$ cat config.mk
export PLATFORM = sky130hd
export DESIGN_NAME = phy_aux_control_upper
export DESIGN_NICKNAME = d
export VERILOG_FILES = /design/src/hw/phy_aux_pkg.sv /design/src/hw/phy_aux_control_upper.sv
export SDC_FILE = /design/constraint.sdc
export NUM_CORES = 1
export LEC_CHECK = 0
export ABC_AREA = 1
export BUFFER_PORTS_ARGS = -buffer_cell sky130_fd_sc_hd__clkbuf_2
export CAP_MARGIN = 20
export CORE_AREA = 2 2 60 85
export CTS_BUF_LIST = sky130_fd_sc_hd__clkbuf_16
export CTS_CLUSTER_SIZE = 30
export DETAILED_ROUTE_END_ITERATION = 7
export DIE_AREA = 0 0 62 87
export MAX_ROUTING_LAYER = met4
export PLACE_DENSITY_LB_ADDON = 0.3
export SYNTH_ARGS = -nofsm -noshare
export SYNTH_HDL_FRONTEND = slang
export SYNTH_SLANG_ARGS = --single-unit
export TNS_END_PERCENT = 30
$ cat constraint.sdc
create_clock -name pclk -period 2 [get_ports pclk]
set_clock_uncertainty 0.05 [all_clocks]
set_input_delay 0.4 -clock pclk [delete_from_list [all_inputs] [get_ports pclk]]
set_output_delay 0.4 -clock pclk [all_outputs]
set_load 0.02 [all_outputs]
$ cat src/hw/phy_aux_pkg.sv
// package: register map, field layout and timing counts of the auxiliary control bank
package phy_aux_pkg;
   localparam int unsigned DATA_W = 32;
   localparam int unsigned REG_W = 16;
   // printed offsets are register indices; byte address is four times the index
   localparam logic [4:0] IDX_LINK_STATUS = 5'h11;
   localparam logic [4:0] IDX_AUX_CONTROL = 5'h12;
   localparam logic [6:0] ADDR_LINK_STATUS = {IDX_LINK_STATUS, 2'h0};
   localparam logic [6:0] ADDR_AUX_CONTROL = {IDX_AUX_CONTROL, 2'h0};
   // link status field positions
   localparam int unsigned POS_XOVER_STAT = 10;
   localparam int unsigned POS_SPEED_LO = 3;
   localparam int unsigned POS_LINK = 2;
   localparam int unsigned POS_DUPLEX = 1;
   // auxiliary control word, bit 15 down to bit 0
   typedef struct packed {
      logic auto_xover;
      logic manual_xover;
      logic [1:0] if_sel;
      logic [1:0] rsvd;
      logic noncompliant;
      logic inband_en;
      logic tclk_en;
      logic sync_en;
      logic [5:0] low;
   } aux_control_s;
   localparam aux_control_s AUX_CLEAR = 16'h0000;
   typedef struct packed {
      logic auto_xover;
      logic manual_xover;
      logic [1:0] if_sel;
      logic noncompliant;
   } strap_s;
   // in-band nibble order: duplex, speed, link
   typedef struct packed {
      logic full_duplex;
      logic [1:0] speed;
      logic link_up;
   } link_info_s;
   typedef enum logic [1:0] {
      IF_GMII = 2'h0,
      IF_RGMII_V2 = 2'h2,
      IF_RGMII_V1 = 2'h3
   } if_mode_e;
   typedef enum logic [1:0] {
      ST_RESET = 2'h0,
      ST_SETTLE = 2'h1,
      ST_RUN = 2'h3
   } init_e;
   localparam logic [1:0] SETTLE_CYCLES = 2'h3;
   localparam logic [2:0] TM_OFF = 3'h0;
   localparam logic [2:0] TM_ONE = 3'h1;
   localparam logic [2:0] TM_FOUR = 3'h4;
   // test clock is pclk / 2; sync is test clock / 4 or / 6
   localparam int unsigned TCLK_RATIO = 2;
   localparam int unsigned SYNC_DIV_TM1 = 4;
   localparam int unsigned SYNC_DIV_TM4 = 6;
   localparam logic [2:0] SYNC_HALF_TM1 = 3'(SYNC_DIV_TM1 * TCLK_RATIO / 2);
   localparam logic [2:0] SYNC_HALF_TM4 = 3'(SYNC_DIV_TM4 * TCLK_RATIO / 2);
endpackage : phy_aux_pkg

$ cat src/hw/phy_aux_control_upper.sv
// auxiliary control bank: crossover, mac interface, in-band status, test clocks
`timescale 1ns/100ps
`default_nettype none
module phy_aux_control_upper #(
   parameter int unsigned ADDR_W = 8
) (
   input wire logic pclk,
   input wire logic presetn,
   input wire logic psel,
   input wire logic penable,
   input wire logic pwrite,
   input wire logic [ADDR_W-1:0] paddr,
   input wire logic [phy_aux_pkg::DATA_W-1:0] pwdata,
   output logic [phy_aux_pkg::DATA_W-1:0] prdata,
   output logic pready,
   output logic pslverr,
   input wire phy_aux_pkg::strap_s strap_pins,
   input wire logic autoneg_enable,
   input wire logic pair_swap_detect,
   input wire phy_aux_pkg::link_info_s link_info,
   input wire logic rx_frame_active,
   input wire logic [2:0] test_mode,
   output logic crossover_active,
   output phy_aux_pkg::if_mode_e if_mode,
   output logic noncompliant_accept,
   output logic [3:0] rxd_status,
   output logic rxd_status_oe,
   output logic test_transmit_clock,
   output logic sync_clock,
   output logic test_trigger
);
   import phy_aux_pkg::*;

   if (ADDR_W < 7) begin : g_addr_check
      $error("address width too small for register map");
   end

   strap_s strap_s1_r;
   strap_s strap_s2_r;
   init_e init_r;
   logic [1:0] settle_cnt_r;
   aux_control_s ctrl_r;
   logic run;
   logic ready_r;
   logic is_aux;
   logic is_link;
   logic wr_fire;
   logic [REG_W-1:0] rd_val;
   logic [REG_W-1:0] link_word;
   logic crossover_nxt;
   logic test_on;
   logic sync_run;
   logic [2:0] sync_half;
   logic [2:0] sync_cnt_r;
   logic sync_r;
   logic tclk_r;
   logic trig_r;
   logic xover_r;
   if_mode_e if_mode_r;
   logic noncomp_r;
   logic [3:0] rxd_r;
   logic rxd_oe_r;
   logic [DATA_W-1:0] prdata_r;
   logic pslverr_r;

   // strap pins come from outside the clock domain
   always_ff @(posedge pclk or negedge presetn) begin
      if (!presetn) begin
         strap_s1_r <= '0;
         strap_s2_r <= '0;
      end else begin
         strap_s1_r <= strap_pins;
         strap_s2_r <= strap_s1_r;
      end
   end

   // hold the bus off until the synchronised straps are loaded
   always_ff @(posedge pclk or negedge presetn) begin
      if (!presetn) begin
         init_r <= ST_RESET;
         settle_cnt_r <= 2'h0;
         ready_r <= 1'b0;
      end else begin
         // ready a cycle after run so prdata_r already holds loaded fields
         ready_r <= (init_r == ST_RUN);
         case (init_r)
            ST_RESET: begin
               init_r <= ST_SETTLE;
               settle_cnt_r <= 2'h0;
            end
            ST_SETTLE: begin
               settle_cnt_r <= settle_cnt_r + 2'h1;
               if (settle_cnt_r == SETTLE_CYCLES) begin
                  init_r <= ST_RUN;
               end
            end
            default: begin
               init_r <= ST_RUN;
            end
         endcase
      end
   end

   assign run = (init_r == ST_RUN);

   // address decode
   always_comb begin
      is_aux = 1'b0;
      is_link = 1'b0;
      if (paddr == ADDR_W'(ADDR_AUX_CONTROL)) begin
         is_aux = 1'b1;
      end else if (paddr == ADDR_W'(ADDR_LINK_STATUS)) begin
         is_link = 1'b1;
      end
   end

   assign wr_fire = psel && penable && pready && pwrite && is_aux;

   // writable fields take effect at once
   always_ff @(posedge pclk or negedge presetn) begin
      if (!presetn) begin
         ctrl_r <= AUX_CLEAR;
      end else if (init_r == ST_SETTLE && settle_cnt_r == SETTLE_CYCLES) begin
         ctrl_r <= AUX_CLEAR;
         ctrl_r.auto_xover <= strap_s2_r.auto_xover;
         ctrl_r.manual_xover <= strap_s2_r.manual_xover;
         ctrl_r.if_sel <= strap_s2_r.if_sel;
         ctrl_r.noncompliant <= strap_s2_r.noncompliant;
      end else if (wr_fire) begin
         // reserved and lower bits not stored
         ctrl_r <= AUX_CLEAR;
         ctrl_r.auto_xover <= pwdata[15];
         ctrl_r.manual_xover <= pwdata[14];
         ctrl_r.if_sel <= pwdata[13:12];
         ctrl_r.noncompliant <= pwdata[9];
         ctrl_r.inband_en <= pwdata[8];
         ctrl_r.tclk_en <= pwdata[7];
         ctrl_r.sync_en <= pwdata[6];
      end
   end

   always_comb begin
      link_word = '0;
      link_word[POS_XOVER_STAT] = xover_r;
      link_word[POS_SPEED_LO +: 2] = link_info.speed;
      link_word[POS_LINK] = link_info.link_up;
      link_word[POS_DUPLEX] = link_info.full_duplex;
   end

   always_comb begin
      rd_val = '0;
      if (is_aux) begin
         rd_val = ctrl_r;
      end else if (is_link) begin
         rd_val = link_word;
      end
   end

   // zero wait states once ready; unmapped addresses answer with an error
   assign pready = ready_r;

   always_ff @(posedge pclk or negedge presetn) begin
      if (!presetn) begin
         prdata_r <= '0;
         pslverr_r <= 1'b0;
      end else begin
         prdata_r <= psel ? DATA_W'(rd_val) : '0;
         pslverr_r <= psel && !(is_aux || is_link);
      end
   end

   assign prdata = prdata_r;
   assign pslverr = pslverr_r && psel && penable;

   always_comb begin
      if (ctrl_r.auto_xover && autoneg_enable) begin
         crossover_nxt = pair_swap_detect;
      end else begin
         crossover_nxt = ctrl_r.manual_xover;
      end
   end

   always_ff @(posedge pclk or negedge presetn) begin
      if (!presetn) begin
         xover_r <= 1'b0;
      end else begin
         xover_r <= run && crossover_nxt;
      end
   end

   always_ff @(posedge pclk or negedge presetn) begin
      if (!presetn) begin
         if_mode_r <= IF_GMII;
         noncomp_r <= 1'b0;
      end else begin
         noncomp_r <= ctrl_r.noncompliant;
         case (ctrl_r.if_sel)
            2'h3: begin
               if_mode_r <= IF_RGMII_V1;
            end
            2'h2: begin
               if_mode_r <= IF_RGMII_V2;
            end
            default: begin
               if_mode_r <= IF_GMII;
            end
         endcase
      end
   end

   always_ff @(posedge pclk or negedge presetn) begin
      if (!presetn) begin
         rxd_r <= 4'h0;
         rxd_oe_r <= 1'b0;
      end else if (run && ctrl_r.inband_en && ctrl_r.if_sel[1] && !rx_frame_active) begin
         rxd_r <= link_info;
         rxd_oe_r <= 1'b1;
      end else begin
         rxd_r <= 4'h0;
         rxd_oe_r <= 1'b0;
      end
   end

   // test clock only when enabled in a test
   assign test_on = run && (test_mode != TM_OFF);

   always_ff @(posedge pclk or negedge presetn) begin
      if (!presetn) begin
         tclk_r <= 1'b0;
      end else begin
         tclk_r <= test_on && ctrl_r.tclk_en && !tclk_r;
      end
   end

   // sync and trigger need bit 6
   // only test modes 1 and 4
   assign sync_run = test_on && ctrl_r.sync_en &&
                     ((test_mode == TM_ONE) || (test_mode == TM_FOUR));
   assign sync_half = (test_mode == TM_FOUR) ? SYNC_HALF_TM4 : SYNC_HALF_TM1;

   always_ff @(posedge pclk or negedge presetn) begin
      if (!presetn) begin
         sync_cnt_r <= 3'h0;
         sync_r <= 1'b0;
         trig_r <= 1'b0;
      end else if (!sync_run) begin
         sync_cnt_r <= 3'h0;
         sync_r <= 1'b0;
         trig_r <= 1'b0;
      end else if (sync_cnt_r == sync_half - 3'h1) begin
         sync_cnt_r <= 3'h0;
         sync_r <= !sync_r;
         trig_r <= !sync_r;
      end else begin
         sync_cnt_r <= sync_cnt_r + 3'h1;
         trig_r <= 1'b0;
      end
   end

   assign crossover_active = xover_r;
   assign if_mode = if_mode_r;
   assign noncompliant_accept = noncomp_r;
   assign rxd_status = rxd_r;
   assign rxd_status_oe = rxd_oe_r;
   assign test_transmit_clock = tclk_r;
   assign sync_clock = sync_r;
   assign test_trigger = trig_r;

   a_auto_xover_follow: assert property (@(posedge pclk) disable iff (!presetn)
      run && ctrl_r.auto_xover && autoneg_enable |=> xover_r == $past(pair_swap_detect))
      else $error("auto crossover does not follow detector");

   a_an_off_manual: assert property (@(posedge pclk) disable iff (!presetn)
      run && !autoneg_enable |=> xover_r == $past(ctrl_r.manual_xover))
      else $error("manual value not applied with autoneg off");

   a_manual_xover_value: assert property (@(posedge pclk) disable iff (!presetn)
      run && !ctrl_r.auto_xover ##1 run |-> xover_r == $past(ctrl_r.manual_xover))
      else $error("manual crossover value not applied");

   a_if_mode_map: assert property (@(posedge pclk) disable iff (!presetn)
      ##1 if_mode_r == ($past(ctrl_r.if_sel) == 2'h3 ? IF_RGMII_V1 :
                        $past(ctrl_r.if_sel) == 2'h2 ? IF_RGMII_V2 : IF_GMII))
      else $error("interface mode mismatch");

   a_noncomp_follow: assert property (@(posedge pclk) disable iff (!presetn)
      run |=> noncomp_r == $past(ctrl_r.noncompliant))
      else $error("non-compliant output lags enable");

   a_inband_drive: assert property (@(posedge pclk) disable iff (!presetn)
      run && ctrl_r.inband_en && ctrl_r.if_sel[1] && !rx_frame_active
      |=> rxd_status_oe && rxd_status == $past(link_info))
      else $error("in-band status not driven in gap");

   a_inband_gate: assert property (@(posedge pclk) disable iff (!presetn)
      !ctrl_r.if_sel[1] || rx_frame_active |=> !rxd_status_oe)
      else $error("in-band status without reduced mode");

   a_tclk_off: assert property (@(posedge pclk) disable iff (!presetn)
      !ctrl_r.tclk_en [*2] |-> !test_transmit_clock)
      else $error("test clock driven while disabled");

   a_sync_disabled: assert property (@(posedge pclk) disable iff (!presetn)
      !ctrl_r.sync_en |=> !sync_clock && !test_trigger)
      else $error("sync or trigger while disabled");

   a_sync_mode_only: assert property (@(posedge pclk) disable iff (!presetn)
      test_mode != TM_ONE && test_mode != TM_FOUR |=> !sync_clock && !test_trigger)
      else $error("sync outside modes 1 and 4");

   a_sync_div_four: assert property (@(posedge pclk) disable iff (!presetn)
      sync_run && test_mode == TM_ONE && $rose(sync_r)
      ##1 (sync_run && test_mode == TM_ONE) [*4] |-> !sync_r && $past(sync_r))
      else $error("sync half period not four cycles in mode 1");

   a_sync_div_six: assert property (@(posedge pclk) disable iff (!presetn)
      sync_run && test_mode == TM_FOUR && $rose(sync_r)
      ##1 (sync_run && test_mode == TM_FOUR) [*6] |-> !sync_r && $past(sync_r))
      else $error("sync half period not six cycles in mode 4");

   a_status_read: assert property (@(posedge pclk) disable iff (!presetn)
      psel && !penable && is_link |=> prdata[POS_XOVER_STAT] == $past(xover_r))
      else $error("status bit does not show crossover");

   a_strap_load: assert property (@(posedge pclk) disable iff (!presetn)
      $rose(run) |-> ctrl_r.auto_xover == $past(strap_s2_r.auto_xover)
      && ctrl_r.if_sel == $past(strap_s2_r.if_sel)
      && !ctrl_r.inband_en && !ctrl_r.tclk_en && !ctrl_r.sync_en)
      else $error("strap defaults not loaded");

   a_write_readback: assert property (@(posedge pclk) disable iff (!presetn)
      wr_fire |=> ctrl_r[15:12] == $past(pwdata[15:12])
      && ctrl_r[9:6] == $past(pwdata[9:6]) && ctrl_r.rsvd == 2'h0)
      else $error("written fields not stored");

endmodule : phy_aux_control_upper
`default_nettype wire

# Word level (Yosys, flattened, before mapping)
# Cells that the tools add are included.
word_totals:
  ff_bits: 63
  inputBits: 60
  output_inout_bits: 46
  word_cells: 96
classes:
  add_sub_neg: 3
  eq_ne: 12
  muxes: 22
  n_reduce_logical: 28
op_table:
  columns: ["op", "n"]
  rows:
  - ["$mux 16", 4]
  - ["$logic_and 1x1->1", 18]
  - ["$eq 8x7->1 const B", 2]
  - ["$pmux 2 s2", 3]
  - ["$mux 11", 1]
  - ["$mux 1", 9]
  - ["$eq 2x2->1 const B", 4]
  - ["$mux 3", 2]
  - ["$logic_not 1->1", 4]
  - ["$mux 2", 2]
  - ["$mux 4", 1]
  - ["$ne 2x1->1 const B", 2]
  - ["$reduce_bool 2->1", 2]
  - ["$add 3x1->3 const B", 1]
  - ["$eq 3x1->1 const B", 1]
  - ["$eq 3x3->1", 1]
  - ["$eq 3x3->1 const B", 1]
  - ["$reduce_bool 3->1", 1]
  - ["$sub 3x1->3 const B", 1]
  - ["$add 2x1->2 const B", 1]
  - ["$eq 2x1->1 const B", 1]
  - ["$logic_not 2->1", 1]
  - ["$logic_or 1x1->1", 2]

# Longest topological paths before layout
depth:
  ltp_word: 6
  ltp_mapped: 8
  depth_no_buf: 8

# Worst setup path after synthesis
# OpenSTA, ideal clock, no wires.
synth_path:
  path_type: "register to register"
  startpoint: "reg settle_cnt_r[0]"
  endpoint: "reg ctrl_r[12] (netlist name)"
  setup_time_ns: 0.117
  t_arrival_ns: 1.031
  path_slack_ns: 0.802
  path_stages_with_launch: 8
  n_path_buf: 1
  period_less_slack_ns: 1.198
  cell_sequence: "dfrtp_1 -> ha_1 -> nand2_4 -> buf_6 -> nand2_1 -> nand2_1 -> nand2_1 -> nand2_1"
synth_via:
  elab_chain_cells: 3
  elab_cells_between_ends: 4
  classes_between: "1 x eq/ne; 1 x mux; 2 x reduce/logical"
synth_rtl:
  columns: ["element", "line", "rtl"]
  rows:
  - ["from (decl)", "phy_aux_control_upper.sv:41", "logic [1:0] settle_cnt_r;"]
  - ["from (signal assigned)", "phy_aux_control_upper.sv:92", "settle_cnt_r <= settle_cnt_r + 2'h1;"]
  - ["$eq 2x2->1 (*)", "phy_aux_control_upper.sv:123", "end else if (init_r == ST_SETTLE && settle_cnt_r == SETTLE_CYCLES) begin"]
  - ["$logic_and 1x1->1 (*)", "phy_aux_control_upper.sv:123", null]
  - ["$mux 16 / $reduce_bool 2->1 (equally long branches)", null, null]
  - ["to (decl)", "phy_aux_control_upper.sv:42", "aux_control_s ctrl_r;"]
# Mark *: on every way between the ends. The rest lies on a longest branch, timed or not.
# A chain may end at the register's enable or synchronous reset.

# Final worst setup path
layout_path:
  startpoint: "reg pslverr_r"
  endpoint: "out pslverr"
layout_via:
  elab_chain_cells: 2
layout_rtl:
  columns: ["element", "line", "rtl"]
  rows:
  - ["from (decl)", "phy_aux_control_upper.sv:64", "logic pslverr_r;"]
  - ["from (signal assigned)", "phy_aux_control_upper.sv:168", "pslverr_r <= psel && !(is_aux || is_link);"]
  - ["$logic_and 1x1->1 (2 in series)", "phy_aux_control_upper.sv:173", "assign pslverr = pslverr_r && psel && penable;"]
  - ["to (decl)", "phy_aux_control_upper.sv:16", "output logic pslverr,"]
# Every way passes these cells.

==> flow_summary_export.csv <==
group,metric,value,unit
global_routing,grt_pass1_wl,5620,µm
cts,cts_hold_buf,0,
cts,clk_latency,280,ps
floorplan,num_rows,30,
worst_hold_path,min_path_type,"input port to asynchronous set/reset pin",
route,drtAntennaViolNets,0,
floorplan,die_y,87,µm
final_layout,layout.cells.most_common,"clkbuf_2",
timing,finalSetupViolations,0,
route,dr.pass1.iters,6,
yosys,synth_top_area_frac,0.594,
route,drtIter0Drc,67,
yosys,netlist_area,0.00219,mm²
global_routing,grt_pass1_vias,1341,
cts,cts_resized,0,
global_routing,grt_use_total,0.144,
final_layout,nets,361,
final_layout,n_antenna_cell,0,
global_routing,antenna_found_initial,0,
timing,max_freq,745,MHz
critical_path,worstPathArrival,890,ps
final_layout,n_fill_cell,414,
floorplan,core,0.00469,mm²
timing,worstMarginPinSlew,588,ps
route,via_per_inst,4.20,
cts,clk_pin_slew_worst_paths,60,ps
timing,min_period,1340,ps
global_routing,grt-ovfl-total,0,
cts,numCtsBuffers,5,
yosys,yosys.area.top_type,"dfrtp_1",
yosys,synthTopCellsByArea,"dfrtp_1 (59%), nand2_1 (8.6%), buf_4 (6.5%), nor2_1 (5.5%), inv_1 (5.0%)",
yosys,seq_area_frac_synth,0.594,
floorplan,ios,106,
place,gp_congestion,0.690,
yosys,synth_cells,233,
final_layout,final_cell_mix,"clkbuf_2 (62), dfrtp_1 (52), nand2_1 (50)",
timing,rsz0062_at_grt,"false",
yosys,ys_warn_count,0,
timing,drv_slew,0,
status,status,"completed",
final_layout,syn_to_final_growth,21.8,%
power,p_leak,0.00154,µW
critical_path,path_cells,"inv_1 -> nor2_1 -> clkbuf_2",
flow_run,drv_cap,0,
route,vias,1529,
critical_path,reg2reg_depth,5,
critical_path,crit_path_start_kind,"flip-flop",
global_routing,grt_max_degree,31,
yosys,avgSynthCellArea,9.40,µm²
floorplan,die_w,62,µm
cts,clock_path_buffers,2,
timing,relSlewSlack,0.608,
critical_path,reg2reg_slack,670,ps
route,drc,0,
floorplan,initial_utilization,0.467,
yosys,yosysUniqueCellTypes,23,
power,ir_drop,0.526,mV
place,place_hpwl,2770,µm
route,wl,3510,µm
critical_path,worstSetupPathType,"flip-flop to output pin",
cts,clk_root_buffer_cell,"clkbuf_16",
power,power.density,987,mW/mm²
timing,hold_viol_final,0,
yosys,ys_ff_latch,52,
critical_path,crit_fanout,1,
cts,htree_num_levels,2,
cts,clock_sinks,52,
place,port_buffers,62,
cts,post_cts_buffers,0,
critical_path,worst_path_max_delay_cell,"dfrtp_1",
route,wl_per_cell,9.63,µm
final_layout,utilization,0.568,
timing,period_share,0.671,
critical_path,r2r-start,"settle_cnt_r[0]",
final_layout,drive_above_1_share,0.283,
cts,cts_tree,"built",
critical_path,worst_setup_path_end_kind,"output pin",
critical_path,max_stage_delay,320,ps
floorplan,die_area,0.00539,mm²
timing,setup_tns,0,ps
critical_path,crit_required,1550,ps
critical_path,r2r_end,"ctrl_r[12]",
## how the worst max path moves through the flow
stage / startpoint / end / depth (start not counted)
6_report: pslverr_r / pslverr / 3
5_1_grt: pslverr_r / pslverr / 3
4_1_cts: pslverr_r / pslverr / 3
3_5_place_dp: paddr[5] / ctrl_r[15] / 8
3_3_place_gp: paddr[5] / ctrl_r[12] / 8
2_1_floorplan: settle_cnt_r[0] / ctrl_r[12] / 7
## metal layers
metal | vias to the layer above | global-route usage | wire length, µm
li1 | 794 | - | -
met1 | 664 | 0.156 | 1380
met2 | 67 | 0.241 | 1800
met3 | 4 | 0.0386 | 285
met4 | 0 | 0.0580 | 46
met5 | - | - | 0
## Yosys cell counts (all sizes together)
library cell / n
a21oi: 2
a22o: 1
buf: 21
clkbuf: 1
clkinv: 1
conb: 2
dfrtp: 52
ha: 2
inv: 32
nand2: 53
nand3: 19
nor2: 37
nor3: 6
o21ai: 3
xnor2: 1
## kinds of logic (layout without fill, tap and decap cells)
group,count (synthesis),count (layout),share of synthesized area
DFF,52,52,0.594
xor gates and xnor gates,1,1,0.00400
buffers and inverters,55,104,0.134
other,2,20,0.00343
adders and majority gates,2,2,0.0114
and+or+nand+nor,115,115,0.237
AOI/OAI and AO/OA,6,6,0.0154
## area by class of cell
type,count,area [µm²],area share
timing repair buffer,63,330,0.124
clock inverter,3,42.5,0.0160
inverter,33,125,0.0469
sequential,52,1300,0.488
tap,64,80.1,0.0300
multi-input combinational,144,662,0.248
clock buffer,5,125,0.0469
## worst max-delay path, delay by kind of cell, from the launching register on
| kind | cells | cell delay [ps] |
|---|---|---|
| DFF | 1 | 320 |
| buffers and inverters | 2 | 200 |
| and+or+nand+nor | 1 | 80 |
## sequential cells by signal, indices dropped and copies added (netlist names)
register	count
test_trigger	1
ctrl_r	8
strap_s2_r	5
strap_s1_r	5
noncompliant_accept	1
settle_cnt_r	2
rxd_status_oe	1
sync_cnt_r	3
pready	1
test_transmit_clock	1
init_r	2
crossover_active	1
rxd_status	4
pslverr_r	1
sync_clock	1
prdata	13
if_mode	2
## stage by stage
stage	hold WS, ps	worst slack [ps]	area, µm²	total power (µW)	cells
2_1_floorplan	54.4	802	2260	1600	251
3_3_place_gp	283	536	2500	1700	356
3_5_place_dp	285	518	2500	1720	356
4_1_cts	70.4	646	2670	2670	364
5_1_grt	100	569	2670	2780	364
6_report	57.1	658	2670	2630	364
## where the power goes
part           switching, µW  internal, µW
Clock                    349           587
Combinational            278           147
Sequential              83.2          1190
No activity file was read; power rests on OpenSTA's default activity.
